$ cat src/common/rlf_pkg.sv
// Constants, register map and types for the lane lock and frequency control slice
// Overview of operation
// - Ready flag set when frequency count latched
// - Idle power-down 100 ms after signal loss
// - Inhibit keeps lane powered after first detect
// - Recheck lock up to configured extra times
// - Lock regained during recheck clears counter
// - Taps two to five step limited
// - Tolerance scaled by two-bit selector
// - Capture bit cleared by hardware when done, unless software writes it in that cycle
// - First tap magnitude clamped to limit
`default_nettype none
package rlf_pkg;
  // Clock and idle power-down timing
  localparam int unsigned CLK_HZ = 25_000_000;
  localparam int unsigned IDLE_PD_MS = 100;
  localparam int unsigned IDLE_PD_CYC = IDLE_PD_MS * (CLK_HZ / 1000);
  // Register indices, byte address is four times the index
  localparam logic [7:0] IDX_LOCK_PWR = 8'h34;
  localparam logic [7:0] IDX_TOL_TAP1 = 8'h35;
  localparam logic [7:0] IDX_INT_REF = 8'h36;
  localparam logic [7:0] IDX_FREQ_LO = 8'h3b;
  localparam logic [7:0] IDX_FREQ_HI = 8'h3c;
  localparam logic [7:0] IDX_IRQ_STAT = 8'h40;
  localparam logic [7:0] IDX_IRQ_CLR = 8'h41;
  localparam logic [7:0] IDX_IRQ_EN = 8'h42;
  localparam logic [7:0] IDX_LANE_STAT = 8'h43;
  // Field positions and widths
  localparam int BIT_FREQ_RDY = 7;
  localparam int BIT_PD_INH = 6;
  localparam int LOCK_CNT_LSB = 4;
  localparam int LOCK_CNT_W = 2;
  localparam int STEP_LSB = 0;
  localparam int STEP_W = 4;
  localparam int TOL_LSB = 6;
  localparam int TOL_W = 2;
  localparam int BIT_CAPT = 5;
  localparam int MAG_LSB = 0;
  localparam int MAG_W = 5;
  // Reset values and writable masks
  localparam logic [7:0] RST_LOCK_PWR = 8'h3f;
  localparam logic [7:0] RST_TOL_TAP1 = 8'h0f;
  localparam logic [7:0] RST_INT_REF = 8'h30;
  localparam logic [7:0] WMASK_LOCK_PWR = 8'h7f;
  localparam logic [7:0] WMASK_INT_REF = 8'h7f;
  // Interrupt sources
  localparam int IRQ_W = 3;
  localparam int IRQ_LOCK_LOSS = 0;
  localparam int IRQ_FREQ_RDY = 1;
  localparam int IRQ_PWR_DOWN = 2;
  // Equalizer and tolerance widths
  localparam int NTAPS = 5;
  localparam int TAP_W = 7;
  localparam int DELTA_W = 8;
  localparam int TOL_OUT_W = 10;
  localparam int FREQ_W = 16;
  // Tolerance selector codes
  localparam logic [1:0] TOL_X1 = 2'h0;
  localparam logic [1:0] TOL_X1_FRAC = 2'h1;
  localparam logic [1:0] TOL_X2 = 2'h2;
  localparam logic [1:0] TOL_X2_FRAC = 2'h3;

  typedef enum logic [1:0] {LK_UNLOCKED, LK_LOCKED, LK_RECHECK} rlf_lock_e;
endpackage
`default_nettype wire

$ cat src/core/rlf_tap_limiter.sv
// Single equalizer tap limiter: step limit or magnitude clamp
`default_nettype none
module rlf_tap_limiter #(
  parameter int W = rlf_pkg::TAP_W,
  parameter bit USE_STEP = 1'b1
) (
  // Current and proposed tap
  input wire logic signed [W-1:0] cur,
  input wire logic signed [W-1:0] prop,
  // Limits
  input wire logic [rlf_pkg::STEP_W-1:0] step_lim,
  input wire logic [rlf_pkg::MAG_W-1:0] mag_lim,
  // Limited tap
  output logic signed [W-1:0] nxt
);
  logic signed [W:0] cur_x, prop_x, diff, lim, mag, sum;

  // Clamp the step or the magnitude
  always_comb begin
    cur_x = {cur[W-1], cur};
    prop_x = {prop[W-1], prop};
    diff = prop_x - cur_x;
    lim = signed'({{(W + 1 - rlf_pkg::STEP_W){1'b0}}, step_lim});
    mag = signed'({{(W + 1 - rlf_pkg::MAG_W){1'b0}}, mag_lim});
    sum = prop_x;
    if (USE_STEP) begin
      if (diff > lim) begin
        sum = cur_x + lim;
      end else if (diff < -lim) begin
        sum = cur_x - lim;
      end
    end else begin
      if (prop_x > mag) begin
        sum = mag;
      end else if (prop_x < -mag) begin
        sum = -mag;
      end
    end
    nxt = sum[W-1:0];
  end
endmodule
`default_nettype wire

$ cat src/core/rlf_lane_ctrl.sv
// Lane lock, idle power and frequency control register slice with APB access
`default_nettype none
module rlf_lane_ctrl #(
  parameter int unsigned IDLE_PD_CYCLES = rlf_pkg::IDLE_PD_CYC,
  parameter int PADDR_W = 12
) (
  // Clock and reset
  input wire logic pclk,
  input wire logic presetn,
  // APB slave
  input wire logic psel,
  input wire logic penable,
  input wire logic pwrite,
  input wire logic [PADDR_W-1:0] paddr,
  input wire logic [31:0] pwdata,
  output logic [31:0] prdata,
  output logic pready,
  output logic pslverr,
  output logic irq,
  // Signal detect pin
  input wire logic sig_det,
  // Lock checker
  input wire logic lock_chk_stb,
  input wire logic lock_chk_ok,
  // Frequency counter
  input wire logic freq_valid,
  input wire logic [rlf_pkg::FREQ_W-1:0] freq_count,
  output logic freq_capture_req,
  // Tolerance
  input wire logic [rlf_pkg::DELTA_W-1:0] ppm_delta,
  output logic [rlf_pkg::TOL_OUT_W-1:0] freq_tol_scaled,
  // Equalizer adaptation
  input wire logic adapt_stb,
  input wire logic [rlf_pkg::NTAPS*rlf_pkg::TAP_W-1:0] tap_prop,
  output logic [rlf_pkg::NTAPS*rlf_pkg::TAP_W-1:0] tap_out,
  // Lane status
  output logic lane_power_on,
  output logic lane_locked
);
  typedef struct packed {
    logic [7:0] lock_pwr;
    logic [7:0] tol_tap1;
    logic [7:0] int_ref;
    logic [rlf_pkg::FREQ_W-1:0] freq_res;
    logic freq_rdy;
    logic [rlf_pkg::IRQ_W-1:0] irq_stat;
    logic [rlf_pkg::IRQ_W-1:0] irq_en;
    logic irq;
    rlf_pkg::rlf_lock_e lock_st;
    logic [rlf_pkg::LOCK_CNT_W-1:0] rchk;
    logic lock;
    logic sig_meta;
    logic sig_sync;
    logic seen_sig;
    logic pwr;
    logic [31:0] pd_cnt;
    logic [rlf_pkg::TOL_OUT_W-1:0] tol;
    logic [rlf_pkg::NTAPS-1:0][rlf_pkg::TAP_W-1:0] taps;
    logic [31:0] prdata;
    logic pready;
    logic pslverr;
  } rlf_state_s;

  localparam rlf_state_s RST = '{
    lock_pwr: rlf_pkg::RST_LOCK_PWR,
    tol_tap1: rlf_pkg::RST_TOL_TAP1,
    int_ref: rlf_pkg::RST_INT_REF,
    lock_st: rlf_pkg::LK_UNLOCKED,
    default: '0
  };

  rlf_state_s q, d;
  logic [rlf_pkg::NTAPS-1:0][rlf_pkg::TAP_W-1:0] lim_taps;
  logic [rlf_pkg::NTAPS-1:0][rlf_pkg::TAP_W-1:0] prop_taps;
  logic setup, acc, aligned, hit, wr, rd_hi, wr_tol;
  logic [7:0] idx;
  logic [7:0] rd;
  logic [rlf_pkg::IRQ_W-1:0] ev, clr;
  logic [rlf_pkg::LOCK_CNT_W-1:0] n_rchk;
  logic [rlf_pkg::DELTA_W-1:0] dl;
  logic [rlf_pkg::TOL_OUT_W-1:0] d1, d2, fr;

  assign prop_taps = tap_prop;

  // One limiter per tap, tap index zero is the first tap
  for (genvar i = 0; i < rlf_pkg::NTAPS; i++) begin : g_tap
    rlf_tap_limiter #(.W(rlf_pkg::TAP_W), .USE_STEP(i != 0)) u_lim (
      .cur(q.taps[i]),
      .prop(prop_taps[i]),
      .step_lim(q.lock_pwr[rlf_pkg::STEP_LSB +: rlf_pkg::STEP_W]),
      .mag_lim(q.tol_tap1[rlf_pkg::MAG_LSB +: rlf_pkg::MAG_W]),
      .nxt(lim_taps[i])
    );
  end

  // Next-state logic for the whole slice
  always_comb begin
    d = q;
    ev = '0;
    clr = '0;
    rd = 8'h00;
    hit = 1'b1;
    setup = psel & ~penable;
    acc = psel & penable & q.pready;
    idx = paddr[9:2];
    aligned = (paddr[1:0] == 2'h0) && (paddr[PADDR_W-1:10] == '0);
    // Address decode and read mux
    case (idx)
      rlf_pkg::IDX_LOCK_PWR: begin
        rd = {q.freq_rdy, q.lock_pwr[6:0]};
      end
      rlf_pkg::IDX_TOL_TAP1: rd = q.tol_tap1;
      rlf_pkg::IDX_INT_REF: rd = q.int_ref;
      rlf_pkg::IDX_FREQ_LO: rd = q.freq_res[7:0];
      rlf_pkg::IDX_FREQ_HI: rd = q.freq_res[15:8];
      rlf_pkg::IDX_IRQ_STAT: rd = 8'(q.irq_stat);
      rlf_pkg::IDX_IRQ_CLR: rd = 8'h00;
      rlf_pkg::IDX_IRQ_EN: rd = 8'(q.irq_en);
      rlf_pkg::IDX_LANE_STAT: rd = {5'h00, q.sig_sync, q.pwr, q.lock};
      default: hit = 1'b0;
    endcase
    hit = hit & aligned;
    wr = acc & pwrite & hit;
    wr_tol = wr && (idx == rlf_pkg::IDX_TOL_TAP1);
    rd_hi = acc & ~pwrite & hit && (idx == rlf_pkg::IDX_FREQ_HI);
    // Registered answer, one wait-free access phase
    d.pready = setup;
    d.prdata = setup ? {24'h000000, hit ? rd : 8'h00} : 32'h00000000;
    d.pslverr = setup & ~hit;
    // Software writes, reserved bits forced to zero
    if (wr) begin
      unique case (idx)
        rlf_pkg::IDX_LOCK_PWR: d.lock_pwr = pwdata[7:0] & rlf_pkg::WMASK_LOCK_PWR;
        rlf_pkg::IDX_TOL_TAP1: d.tol_tap1 = pwdata[7:0];
        rlf_pkg::IDX_INT_REF: d.int_ref = pwdata[7:0] & rlf_pkg::WMASK_INT_REF;
        rlf_pkg::IDX_IRQ_CLR: clr = pwdata[rlf_pkg::IRQ_W-1:0];
        rlf_pkg::IDX_IRQ_EN: d.irq_en = pwdata[rlf_pkg::IRQ_W-1:0];
        default: ;
      endcase
    end
    // Frequency result latch, capture bit cleared when done unless written in that cycle
    if (rd_hi) begin
      d.freq_rdy = 1'b0;
    end
    if (freq_valid) begin
      d.freq_res = freq_count;
      d.freq_rdy = 1'b1;
      ev[rlf_pkg::IRQ_FREQ_RDY] = 1'b1;
      if (!wr_tol) begin
        d.tol_tap1[rlf_pkg::BIT_CAPT] = 1'b0;
      end
    end
    // Signal detect synchroniser
    d.sig_meta = sig_det;
    d.sig_sync = q.sig_meta;
    // Idle power policy
    if (q.sig_sync) begin
      d.seen_sig = 1'b1;
      d.pwr = 1'b1;
      d.pd_cnt = '0;
    end else if (q.lock_pwr[rlf_pkg::BIT_PD_INH]) begin
      d.pwr = q.seen_sig;
      d.pd_cnt = '0;
    end else if (q.pwr) begin
      if (q.pd_cnt == 32'(IDLE_PD_CYCLES - 1)) begin
        d.pwr = 1'b0;
        d.pd_cnt = '0;
        ev[rlf_pkg::IRQ_PWR_DOWN] = 1'b1;
      end else begin
        d.pd_cnt = q.pd_cnt + 32'h00000001;
      end
    end
    // Lock monitor with rechecks
    n_rchk = q.lock_pwr[rlf_pkg::LOCK_CNT_LSB +: rlf_pkg::LOCK_CNT_W];
    if (lock_chk_stb) begin
      unique case (q.lock_st)
        rlf_pkg::LK_UNLOCKED: begin
          if (lock_chk_ok) begin
            d.lock_st = rlf_pkg::LK_LOCKED;
            d.lock = 1'b1;
          end
        end
        rlf_pkg::LK_LOCKED: begin
          d.rchk = '0;
          if (!lock_chk_ok && n_rchk == '0) begin
            d.lock_st = rlf_pkg::LK_UNLOCKED;
            d.lock = 1'b0;
            ev[rlf_pkg::IRQ_LOCK_LOSS] = 1'b1;
          end else if (!lock_chk_ok) begin
            d.lock_st = rlf_pkg::LK_RECHECK;
          end
        end
        rlf_pkg::LK_RECHECK: begin
          if (lock_chk_ok) begin
            d.lock_st = rlf_pkg::LK_LOCKED;
            d.rchk = '0;
          end else if (2'(q.rchk + 2'h1) >= n_rchk) begin
            d.lock_st = rlf_pkg::LK_UNLOCKED;
            d.lock = 1'b0;
            d.rchk = '0;
            ev[rlf_pkg::IRQ_LOCK_LOSS] = 1'b1;
          end else begin
            d.rchk = 2'(q.rchk + 2'h1);
          end
        end
      endcase
    end
    // Tolerance scaling
    dl = ppm_delta;
    d1 = {2'b00, dl};
    d2 = {1'b0, dl, 1'b0};
    fr = {7'h00, dl[3:1]};
    unique case (q.tol_tap1[rlf_pkg::TOL_LSB +: rlf_pkg::TOL_W])
      rlf_pkg::TOL_X1: d.tol = d1;
      rlf_pkg::TOL_X1_FRAC: d.tol = d1 + fr;
      rlf_pkg::TOL_X2: d.tol = d2;
      rlf_pkg::TOL_X2_FRAC: d.tol = d2 + fr;
    endcase
    // Adaptation step applies the limited taps
    if (adapt_stb) begin
      d.taps = lim_taps;
    end
    // Sticky status, set wins over clear
    d.irq_stat = (q.irq_stat & ~clr) | ev;
    d.irq = |(d.irq_stat & d.irq_en);
  end

  // State register
  always_ff @(posedge pclk or negedge presetn) begin
    if (!presetn) begin
      q <= RST;
    end else begin
      q <= d;
    end
  end

  // Outputs straight from flops
  assign prdata = q.prdata;
  assign pready = q.pready;
  assign pslverr = q.pslverr;
  assign irq = q.irq;
  assign freq_capture_req = q.tol_tap1[rlf_pkg::BIT_CAPT];
  assign freq_tol_scaled = q.tol;
  assign tap_out = q.taps;
  assign lane_power_on = q.pwr;
  assign lane_locked = q.lock;

  // Assertions
  function automatic int tap_abs(input logic signed [rlf_pkg::TAP_W-1:0] v);
    return (v < 0) ? -int'(v) : int'(v);
  endfunction
endmodule
`default_nettype wire

$ cat config.mk
export PLATFORM = sky130hd
export DESIGN_NAME = rlf_lane_ctrl
export DESIGN_NICKNAME = d
export VERILOG_FILES = /design/src/common/rlf_pkg.sv /design/src/core/rlf_tap_limiter.sv /design/src/core/rlf_lane_ctrl.sv
export SDC_FILE = /design/constraint.sdc
export NUM_CORES = 1
export LEC_CHECK = 0
export BUFFER_PORTS_ARGS = -buffer_cell sky130_fd_sc_hd__buf_2
export CORE_UTILIZATION = 25
export DETAILED_ROUTE_END_ITERATION = 10
export GPL_TIMING_DRIVEN = 0
export PLACE_DENSITY = 0.46
export SYNTH_ARGS = -nofsm -noshare
export SYNTH_HDL_FRONTEND = slang
export SYNTH_SLANG_ARGS = --single-unit
$ cat constraint.sdc
create_clock -name pclk -period 4.6 [get_ports pclk]
set_input_delay 0.23 -clock pclk [delete_from_list [all_inputs] [get_ports pclk]]
set_output_delay 0.23 -clock pclk [all_outputs]
set_load 0.005 [all_outputs]
Word level (Yosys, flattened, before mapping)
Index checks and enable logic that the tools add are counted.
- register bits after elaboration: 142
- word-level logic and storage cells: 167
- output and inout port bits: 83
- bits of input ports: 113
- add/sub/neg operators: 18
- reduce and logical (&&, ||, !) cells: 21
- bitwise operators: 16
- eq/ne operators: 21
- multiplexer cells: 54
- order comparisons: 11
- operators with widths (operator ; number):
    $mux W33 ; 3
    $mux W7 ; 11
    $pmux W8 S8 ; 1
    $eq A8 B6 Y1 const B ; 5
    $pmux W10 S4 ; 1
    $add A32 B1 Y32 const B ; 1
    $eq A32 B22 Y1 const B ; 1
    $eq A8 B7 Y1 const B ; 4
    $gt A8 B5 Y1 ; 4
    $lt A8 B8 Y1 ; 4
    $mux W32 ; 1
    $sub A7 B7 Y8 ; 4
    $add A7 B5 Y7 ; 4
    $sub A7 B5 Y7 ; 4
    $mux W1 ; 19
    $mux W8 ; 2
    $mux W14 ; 1
    $mux W3 ; 4
    $add A9 B3 Y10 ; 1
    $logic_not A2 Y1 ; 5
    $mux W2 ; 5
    $add A8 B3 Y9 ; 1
    $and A1 B1 Y1 ; 9
    $reduce_or A9 Y1 ; 1
    28 further kinds ; 45

Depth between registers and ports, before layout
Gate-level depths: netlist of the first run.
- depth after elaboration: 11
- gate-level depth with buffers: 17
- gate-level depth less buffers: 16

Cells and area by module
Synthesis of the first run repeated with hierarchy kept, for this count alone.
- cells, all modules: 1428
- area total of the unflattened synthesis: 13015.0 um2
- modules (own cells, without submodules) (module ; seq. area each (um2) ; times used ; area each (um2) ; cells an instance):
    rlf_lane_ctrl ; 3568.4 ; 1 ; 7614.8 ; 714
    rlf_tap_limiter (g_tap[2].u_lim ...) ; 0.0 ; 3 ; 1187.4 ; 157
    rlf_tap_limiter (g_tap[1].u_lim) ; 0.0 ; 1 ; 1189.9 ; 157
    rlf_tap_limiter (g_tap[0].u_lim) ; 0.0 ; 1 ; 648.1 ; 86

Worst setup path after synthesis of the first run
Ideal clock, no wire load.
- kind: register to register
- start point: reg q (netlist bit tap_out[29])
- end point: reg q (netlist bit tap_out[32])
- setup slack: 1.165 ns
- arrival time: 3.298 ns
- required time: 4.463 ns
- setup time: 0.137 ns
- period minus slack after synthesis: 3.435 ns
- buffers on the path: 0
- stages on the path, launching flop included: 15
- cell sequence: dfrtp_1 inv_1 ha_1 nor2b_1 o31a_1 o21a_1 o21ai_0 inv_1 ha_1 o21a_1 o221ai_1 a31oi_1 mux2_2 mux2i_1 a21oi_1
- longest elaborated chain between the ends: 4
- elaborated cells between the ends (all ways): 7
- those cells by class: add/sub: 3; order compare: 2; mux: 2
- ends and longest elaborated chain (item ; RTL line ; RTL):
    from (decl) ; rlf_lane_ctrl.sv:72 ; rlf_state_s q, d;
    from (signal assigned) ; rlf_lane_ctrl.sv:231 ; q <= RST;
    from (signal assigned) ; rlf_lane_ctrl.sv:233 ; q <= d;
    $sub A7 B7 Y8 ; rlf_tap_limiter.sv:22 ; diff = prop_x - cur_x;
    $lt A8 B8 Y1 ; rlf_tap_limiter.sv:29 ; end else if (diff < -lim) begin
    $mux W7 ; rlf_tap_limiter.sv:29 ;
    $mux W7 * ; rlf_tap_limiter.sv:27 ; if (diff > lim) begin
Every way passes the cells marked *; elsewhere a longest branch is shown, timed or not.
A chain may end at the register's enable or synchronous reset.

Final worst setup path of the first run
Ends and elaborated chain as after synthesis.

==> impl_metrics.toml, run 1 <==
[power]
seqPwrFrac = 0.228
max-vdd-ir-drop_uv = 187.4
power.switching_uw = 2911
swShare = 0.4180
combPwrFrac = 0.559
p_int_uw = 4053
p_leak_uw = 0.006497
p_per_area_mw_per_mm2 = 482.8
power_uw = 6964
clkPwrFrac = 0.213

[global_route]
grt_max_degree = 74
antenna_found_initial = 4
grt_pass1_vias = 10361
grt_first_pass_wirelength_um = 57060
grt-ovfl-total = 0
grt_usage = 0.1476

[synth]
synth_top_area_cell = "dfrtp_1"
synth_most_common_cell = "ha_1"
synth.avg_cell_area_um2 = 8.904
synth_top_area_frac = 0.2687
yosysUniqueCellTypes = 76
ys.flop_type = "dfrtp_1"
synth_area_mm2 = 0.01211
async_reset_ff_frac = 1.000
synth_warnings = 0
synth_common_cells = "ha_1, dfrtp_1, o21ai_0, inv_1, nand2_1"
syn_inst = 1360
ys_ff_latch = 142
yosys-top-cells-area = "dfrtp_1, ha_1, buf_4"
synth_edf_count = 0
yosysSeqAreaShare = 0.2947

[routing]
dr.pass1.iters = 5
viasPerCell = 4.734
drt_iter0_drc = 491
post-route-drc-count = 0
wl_um = 36000
ant_nets = 0
via_count = 10339
wl_per_cell_um = 16.48

[setup_path]
crit_fanout = 10
start_kind = "flop"
critPathCaptureType = "flop"
required_ns = 4.88
critical_path_class = "reg -> reg"
cp.arrival_ns = 4.52

[timing]
fin_crit_sh = 0.9209
skew_ns = 0.01006
post-route-min-period_ns = 4.236
final_hold_viol_count = 0
rsz0062_at_grt = "no"
finalSetupTns_ns = 0
slew_headroom = 0.3068
clock.fmax_ghz = 0.2361
worst_pin_slew_ns = 1.035
setup_viol = 0
slew_viol_final = 0

[floorplan]
num_io_pins = 196
row_count = 80
dieArea_mm2 = 0.04932
die_y_um = 222.1
core_area_mm2 = 0.04775
initial_core_util = 0.2536
die_w_um = 222.1

[clock_network]
cts_buffers = 17
cts_buffer_depth = 2
cts_tree = "yes"
ctsRootBufferMaster = "clkbuf_16"
clock_latency_ns = 0.44
clock_sinks = 142
cts_htree_levels = 4
clk_pin_slew_worst_paths_ns = 0.07
post_cts_buffers = 0

[finish]
instances_no_fill = 2184
area_growth_pct = 19.12
antenna_cells = 0
nNetsFinal = 1815
drive_above_1_share = 0.2148

[placement]
dpl.hpwl_um = 27960
io_buffer_count = 144
gp_congestion = 0.8394
numPlacedInstances = 2143

[outcome]
outcome = "finished clean"

[flow_run]
cap_violations = 0

[worst_hold_path]
min_path_type = "in -> reg"
metal layers:
| layer | wire length, µm | GRT usage | part of all wire | up-vias |
|---|---|---|---|---|
| met2 | 17660 | 0.2534 | 0.49 | 152 |
| met5 | 54 | 0 | 0.0015 | - |
| met4 | 362 | 0.03360 | 0.010 | 8 |
| li1 | - | - | - | 5202 |
| met1 | 16540 | 0.1862 | 0.46 | 4947 |
| met3 | 1380 | 0.03406 | 0.038 | 30 |
kinds of logic after synthesis:
kind of cell	Yosys count	synth area share
simple gates	362	0.1535
compound gates	358	0.1883
buf+inv	226	0.09547
fa+ha+maj	147	0.1604
flops	142	0.2947
mux	81	0.07625
xor+xnor	43	0.03110
other cells	1	0.0003097
metrics by stage:
step / worst slack [ns] / hold WS, ns / instance area, µm² / utilization
2_1_floorplan: 1.165 / -0.06559 / 12200 / -
3_3_place_gp: 0.3098 / 0.3352 / 13690 / 0.2866
3_5_place_dp: 0.3099 / 0.2616 / 13720 / 0.2874
4_1_cts: 0.3076 / 0.002347 / 14420 / 0.3021
5_1_grt: 0.02362 / 0.008637 / 14420 / 0.3021
6_report: 0.3641 / 0.03201 / 14420 / 0.3021
layout by cell type (no fill, tap or decap), drive strengths merged, types with 7 or more instances in the layout:
| cell type | Yosys | routed |
|---|---|---|
| nor2 | 84 | 84 |
| o31a | 9 | 9 |
| inv | 100 | 105 |
| and3 | 11 | 11 |
| a21oi | 67 | 67 |
| nand3 | 29 | 29 |
| conb | 1 | 24 |
| a211oi | 11 | 11 |
| nor2b | 30 | 30 |
| or3 | 11 | 11 |
| xor2 | 18 | 18 |
| nor3 | 26 | 26 |
| nand2 | 92 | 92 |
| nand2b | 9 | 9 |
| dlygate4sd3 | 0 | 9 |
| o221ai | 7 | 7 |
| buf | 88 | 233 |
| nor4 | 13 | 13 |
| o211ai | 12 | 12 |
| o21bai | 13 | 13 |
| o31ai | 20 | 20 |
| o21ai | 118 | 118 |
| a22o | 9 | 9 |
| ha | 132 | 132 |
| dfrtp | 130 | 130 |
| o21a | 19 | 19 |
| a21o | 11 | 11 |
| mux2i | 30 | 30 |
| nand4 | 17 | 17 |
| nor4b | 7 | 7 |
| clkbuf | 37 | 55 |
| dfstp | 12 | 12 |
| xnor2 | 25 | 25 |
| a31oi | 16 | 16 |
| fa | 14 | 14 |
| mux2 | 49 | 49 |
path summary, 6_finish.rpt:
| path | startpoint | end | slack (ns) | cells past startpoint |
|---|---|---|---|---|
| max | tap_out[29] | tap_out[32] | 0.36 | 14 |
| max reg2reg | tap_out[29] | tap_out[32] | 0.36 | 14 |
| max in group asynchronous | presetn | q[152] | 3.46 | 3 |
| min | freq_count[3] | q[131] | 0.03 | 2 |
| min reg2reg | d[113] | q[113] | 0.36 | 0 |
| min in group asynchronous | presetn | freq_tol_scaled[3] | 0.34 | 2 |
final cells by class:
| class | instances | area, µm² |
|---|---|---|
| clock buffers | 18 | 429.2 |
| fillers | 5100 | 33320 |
| repair buffers | 154 | 848.3 |
| multi-input cells | 1015 | 7471 |
| well taps | 615 | 769.5 |
| inverters | 101 | 379.1 |
| plain buffers | 125 | 777.0 |
| clock inverters | 14 | 181.4 |
| flip-flops and latches | 142 | 3568 |
power groups by stage:
| stage | clock network [µW] | logic (µW) | registers, µW |
|---|---|---|---|
| floorplan | 0 | 2930 | 1550 |
| global placement | 0 | 3820 | 1610 |
| detailed placement | 0 | 3900 | 1610 |
| CTS | 1540 | 3920 | 1590 |
| global route | 1580 | 4430 | 1620 |
| finish | 1480 | 3890 | 1590 |
sequential cells by signal, summed over array words and instances, names as in the netlist, 2 cells and up:
register / flops
tap_out: 35
freq_tol_scaled: 10
prdata: 8
q: 80
n_rchk: 2
worst max-delay path: stages (launching register included):
cell and delay (ns):
dfrtp_1 0.43, inv_1 0.23, ha_1 0.28, nor2b_1 0.14, o31a_1 0.27, o21a_1 0.18
o21ai_0 0.43, inv_1 0.11, ha_1 0.30, o21a_1 0.12, o221ai_1 0.11, a31oi_1 0.85
mux2_2 0.41, mux2i_1 0.12, a21oi_1 0.09
timing repair:
item,in CTS,in global routing
gates resized for setup,0,0
hold endpoints to repair,72,0
hold buffers,9,0
Note: power is estimated with default switching activity, not from simulation.
==> run 2, diff against run 1 <==
--- a/config.mk
+++ b/config.mk
@@ -7,6 +7,7 @@
 export LEC_CHECK = 0
 export BUFFER_PORTS_ARGS = -buffer_cell sky130_fd_sc_hd__buf_2
 export CORE_UTILIZATION = 25
+export CTS_BUF_LIST = sky130_fd_sc_hd__clkbuf_4
 export DETAILED_ROUTE_END_ITERATION = 10
 export GPL_TIMING_DRIVEN = 0
 export PLACE_DENSITY = 0.46
==> run 2 against run 1 <==
Net effect: clock skew grew 0.019 ns; cell count grew 2.6%; sequential share of layout area down 0.43 points; clock power is 36% lower; hold slack gained 0.047 ns; critical path type unchanged; largest power group unchanged.
==> impl_metrics.toml, run 2 (synthesis results as in run 1) <==
[finish]
fillers = 5093
drive_above_1_share = 0.2083
mostFrequentLayoutCells = "buf_2, ha_1, dfrtp_1"
top_register = "q"
final_common_cell = "buf_2"
seq_area_mm2 = 0.003568
area_growth_pct = 21.21
multi_input_comb_area_mm2 = 0.007471
largest_register_ffs = 80
nNetsFinal = 1869

[timing]
post-route-min-period_ns = 4.273
rsz0062_at_grt = "no"
finalSetupTns_ns = 0
slew_headroom = 0.2950
clock.fmax_ghz = 0.2340
setup_viol = 0
fin_crit_sh = 0.9290
skew_ns = 0.02929
slew_viol_final = 0
worst_pin_slew_ns = 1.053
final_hold_viol_count = 0

[routing]
post-route-drc-count = 0
wl_um = 36330
via_count = 10547
drt_iter0_drc = 529
wl_per_cell_um = 16.21
ant_nets = 0
viasPerCell = 4.706
dr.pass1.iters = 5

[power]
combPwrFrac = 0.608
power_uw = 6470
swShare = 0.4417
p_per_area_mw_per_mm2 = 440.8
p_leak_uw = 0.006602
power.switching_uw = 2858
seqPwrFrac = 0.246
p_int_uw = 3612
max-vdd-ir-drop_uv = 176.7
clkPwrFrac = 0.147

[floorplan]
dieArea_mm2 = 0.04932
die_w_um = 222.1
initial_core_util = 0.2536
core_area_mm2 = 0.04775
die_y_um = 222.1
num_io_pins = 196
row_count = 80

[setup_path]
cp.arrival_ns = 4.75
critPathCaptureType = "flop"
crit_fanout = 13
critical_path_class = "reg -> reg"
start_kind = "flop"
required_ns = 5.08

[clock_network]
cts_buffer_depth = 2
clock_sinks = 142
cts_tree = "yes"
cts_buffers = 17
post_cts_resized = 0
ctsRootBufferMaster = "clkbuf_4"
clk_pin_slew_worst_paths_ns = 0.14
cts_htree_levels = 4
clock_latency_ns = 0.63

[global_route]
grt-ovfl-total = 0
grt_max_degree = 74
grt_usage = 0.1482
grt_pass1_vias = 10591
antenna_found_initial = 4
grt_first_pass_wirelength_um = 57680

[outcome]
outcome = "finished clean"

[placement]
io_buffer_count = 144
gp_congestion = 0.8394
dpl.hpwl_um = 27960

[worst_hold_path]
min_path_type = "in -> reg"

[flow_run]
cap_violations = 0
==> run 2: cell types whose count changed in the layout (fill, tap and decap cells not counted), sizes merged <==
cell	change
diode	+3
dlygate4sd3	+54
==> run 2: cell type report <==
type	instances	area share
inverter	101	0.02583
antenna	3	0.0005115
multi-input combinational	1015	0.5090
timing repair buffer	208	0.09462
clock buffer	18	0.009206
clock inverter	14	0.01236
buffer	125	0.05294
tap	615	0.05243
sequential	142	0.2431
==> run 2: worst paths after layout <==
path / start / to / slack [ns] / cells after the start
worst max-delay path: q[161] / tap_out[32] / 0.33 / 11
worst min-delay path: ppm_delta[2] / freq_tol_scaled[3] / 0.08 / 4
worst max register to register: q[161] / tap_out[32] / 0.33 / 11
worst min register to register: d[113] / q[113] / 0.37 / 0
max in group asynchronous: presetn / q[160] / 3.66 / 3
min in group asynchronous: presetn / freq_tol_scaled[3] / 0.14 / 2
==> run 2: stage by stage <==
stage	utilization	instances	worst slack [ns]	cell area, µm²	hold WS [ns]
floorplan	-	1383	1.165	12200	-0.06559
global placement	0.2866	2142	0.3098	13690	0.3352
detailed placement	0.2874	2143	0.3099	13720	0.2616
CTS	0.3073	2238	0.3165	14670	0.01140
global route	0.3074	2240	0.03662	14680	0.01319
finish	0.3074	2241	0.3267	14680	0.07901
==> run 2: timing repair <==
| item | 4_1_cts | 5_1_grt |
|---|---|---|
| endpoints found under the setup margin | 0 | 0 |
| setup buffers | 0 | 0 |
| hold buffers | 63 | 0 |
| endpoints found under the hold margin | 153 | 0 |
==> run 2: power by group through the flow <==
stage	Clock, µW	Sequential, µW	Combinational, µW
final	948	1590	3930
after global routing	1040	1610	4470
after CTS	1000	1590	3960
after detailed placement	0	1610	3900
after global placement	0	1610	3820
after floorplan	0	1550	2930
==> run 2: worst max-delay path: stages (launching register included) <==
cell      delay, ns
dfstp_2        0.83
inv_1          0.46
ha_1           0.37
xor2_1         0.37
ha_1           0.24
o21ai_0        0.08
a21oi_1        0.14
o221ai_1       0.14
a31oi_1        0.86
mux2_2         0.42
mux2i_1        0.12
a21oi_1        0.09
==> run 2: metal layers <==
metal  GRT usage  share of wire  routed length, µm
met1      0.1871           0.46              16670
met2      0.2586           0.49              17940
met3     0.03074          0.038               1370
met4     0.03091         0.0091                331
met5           0        0.00055                 20
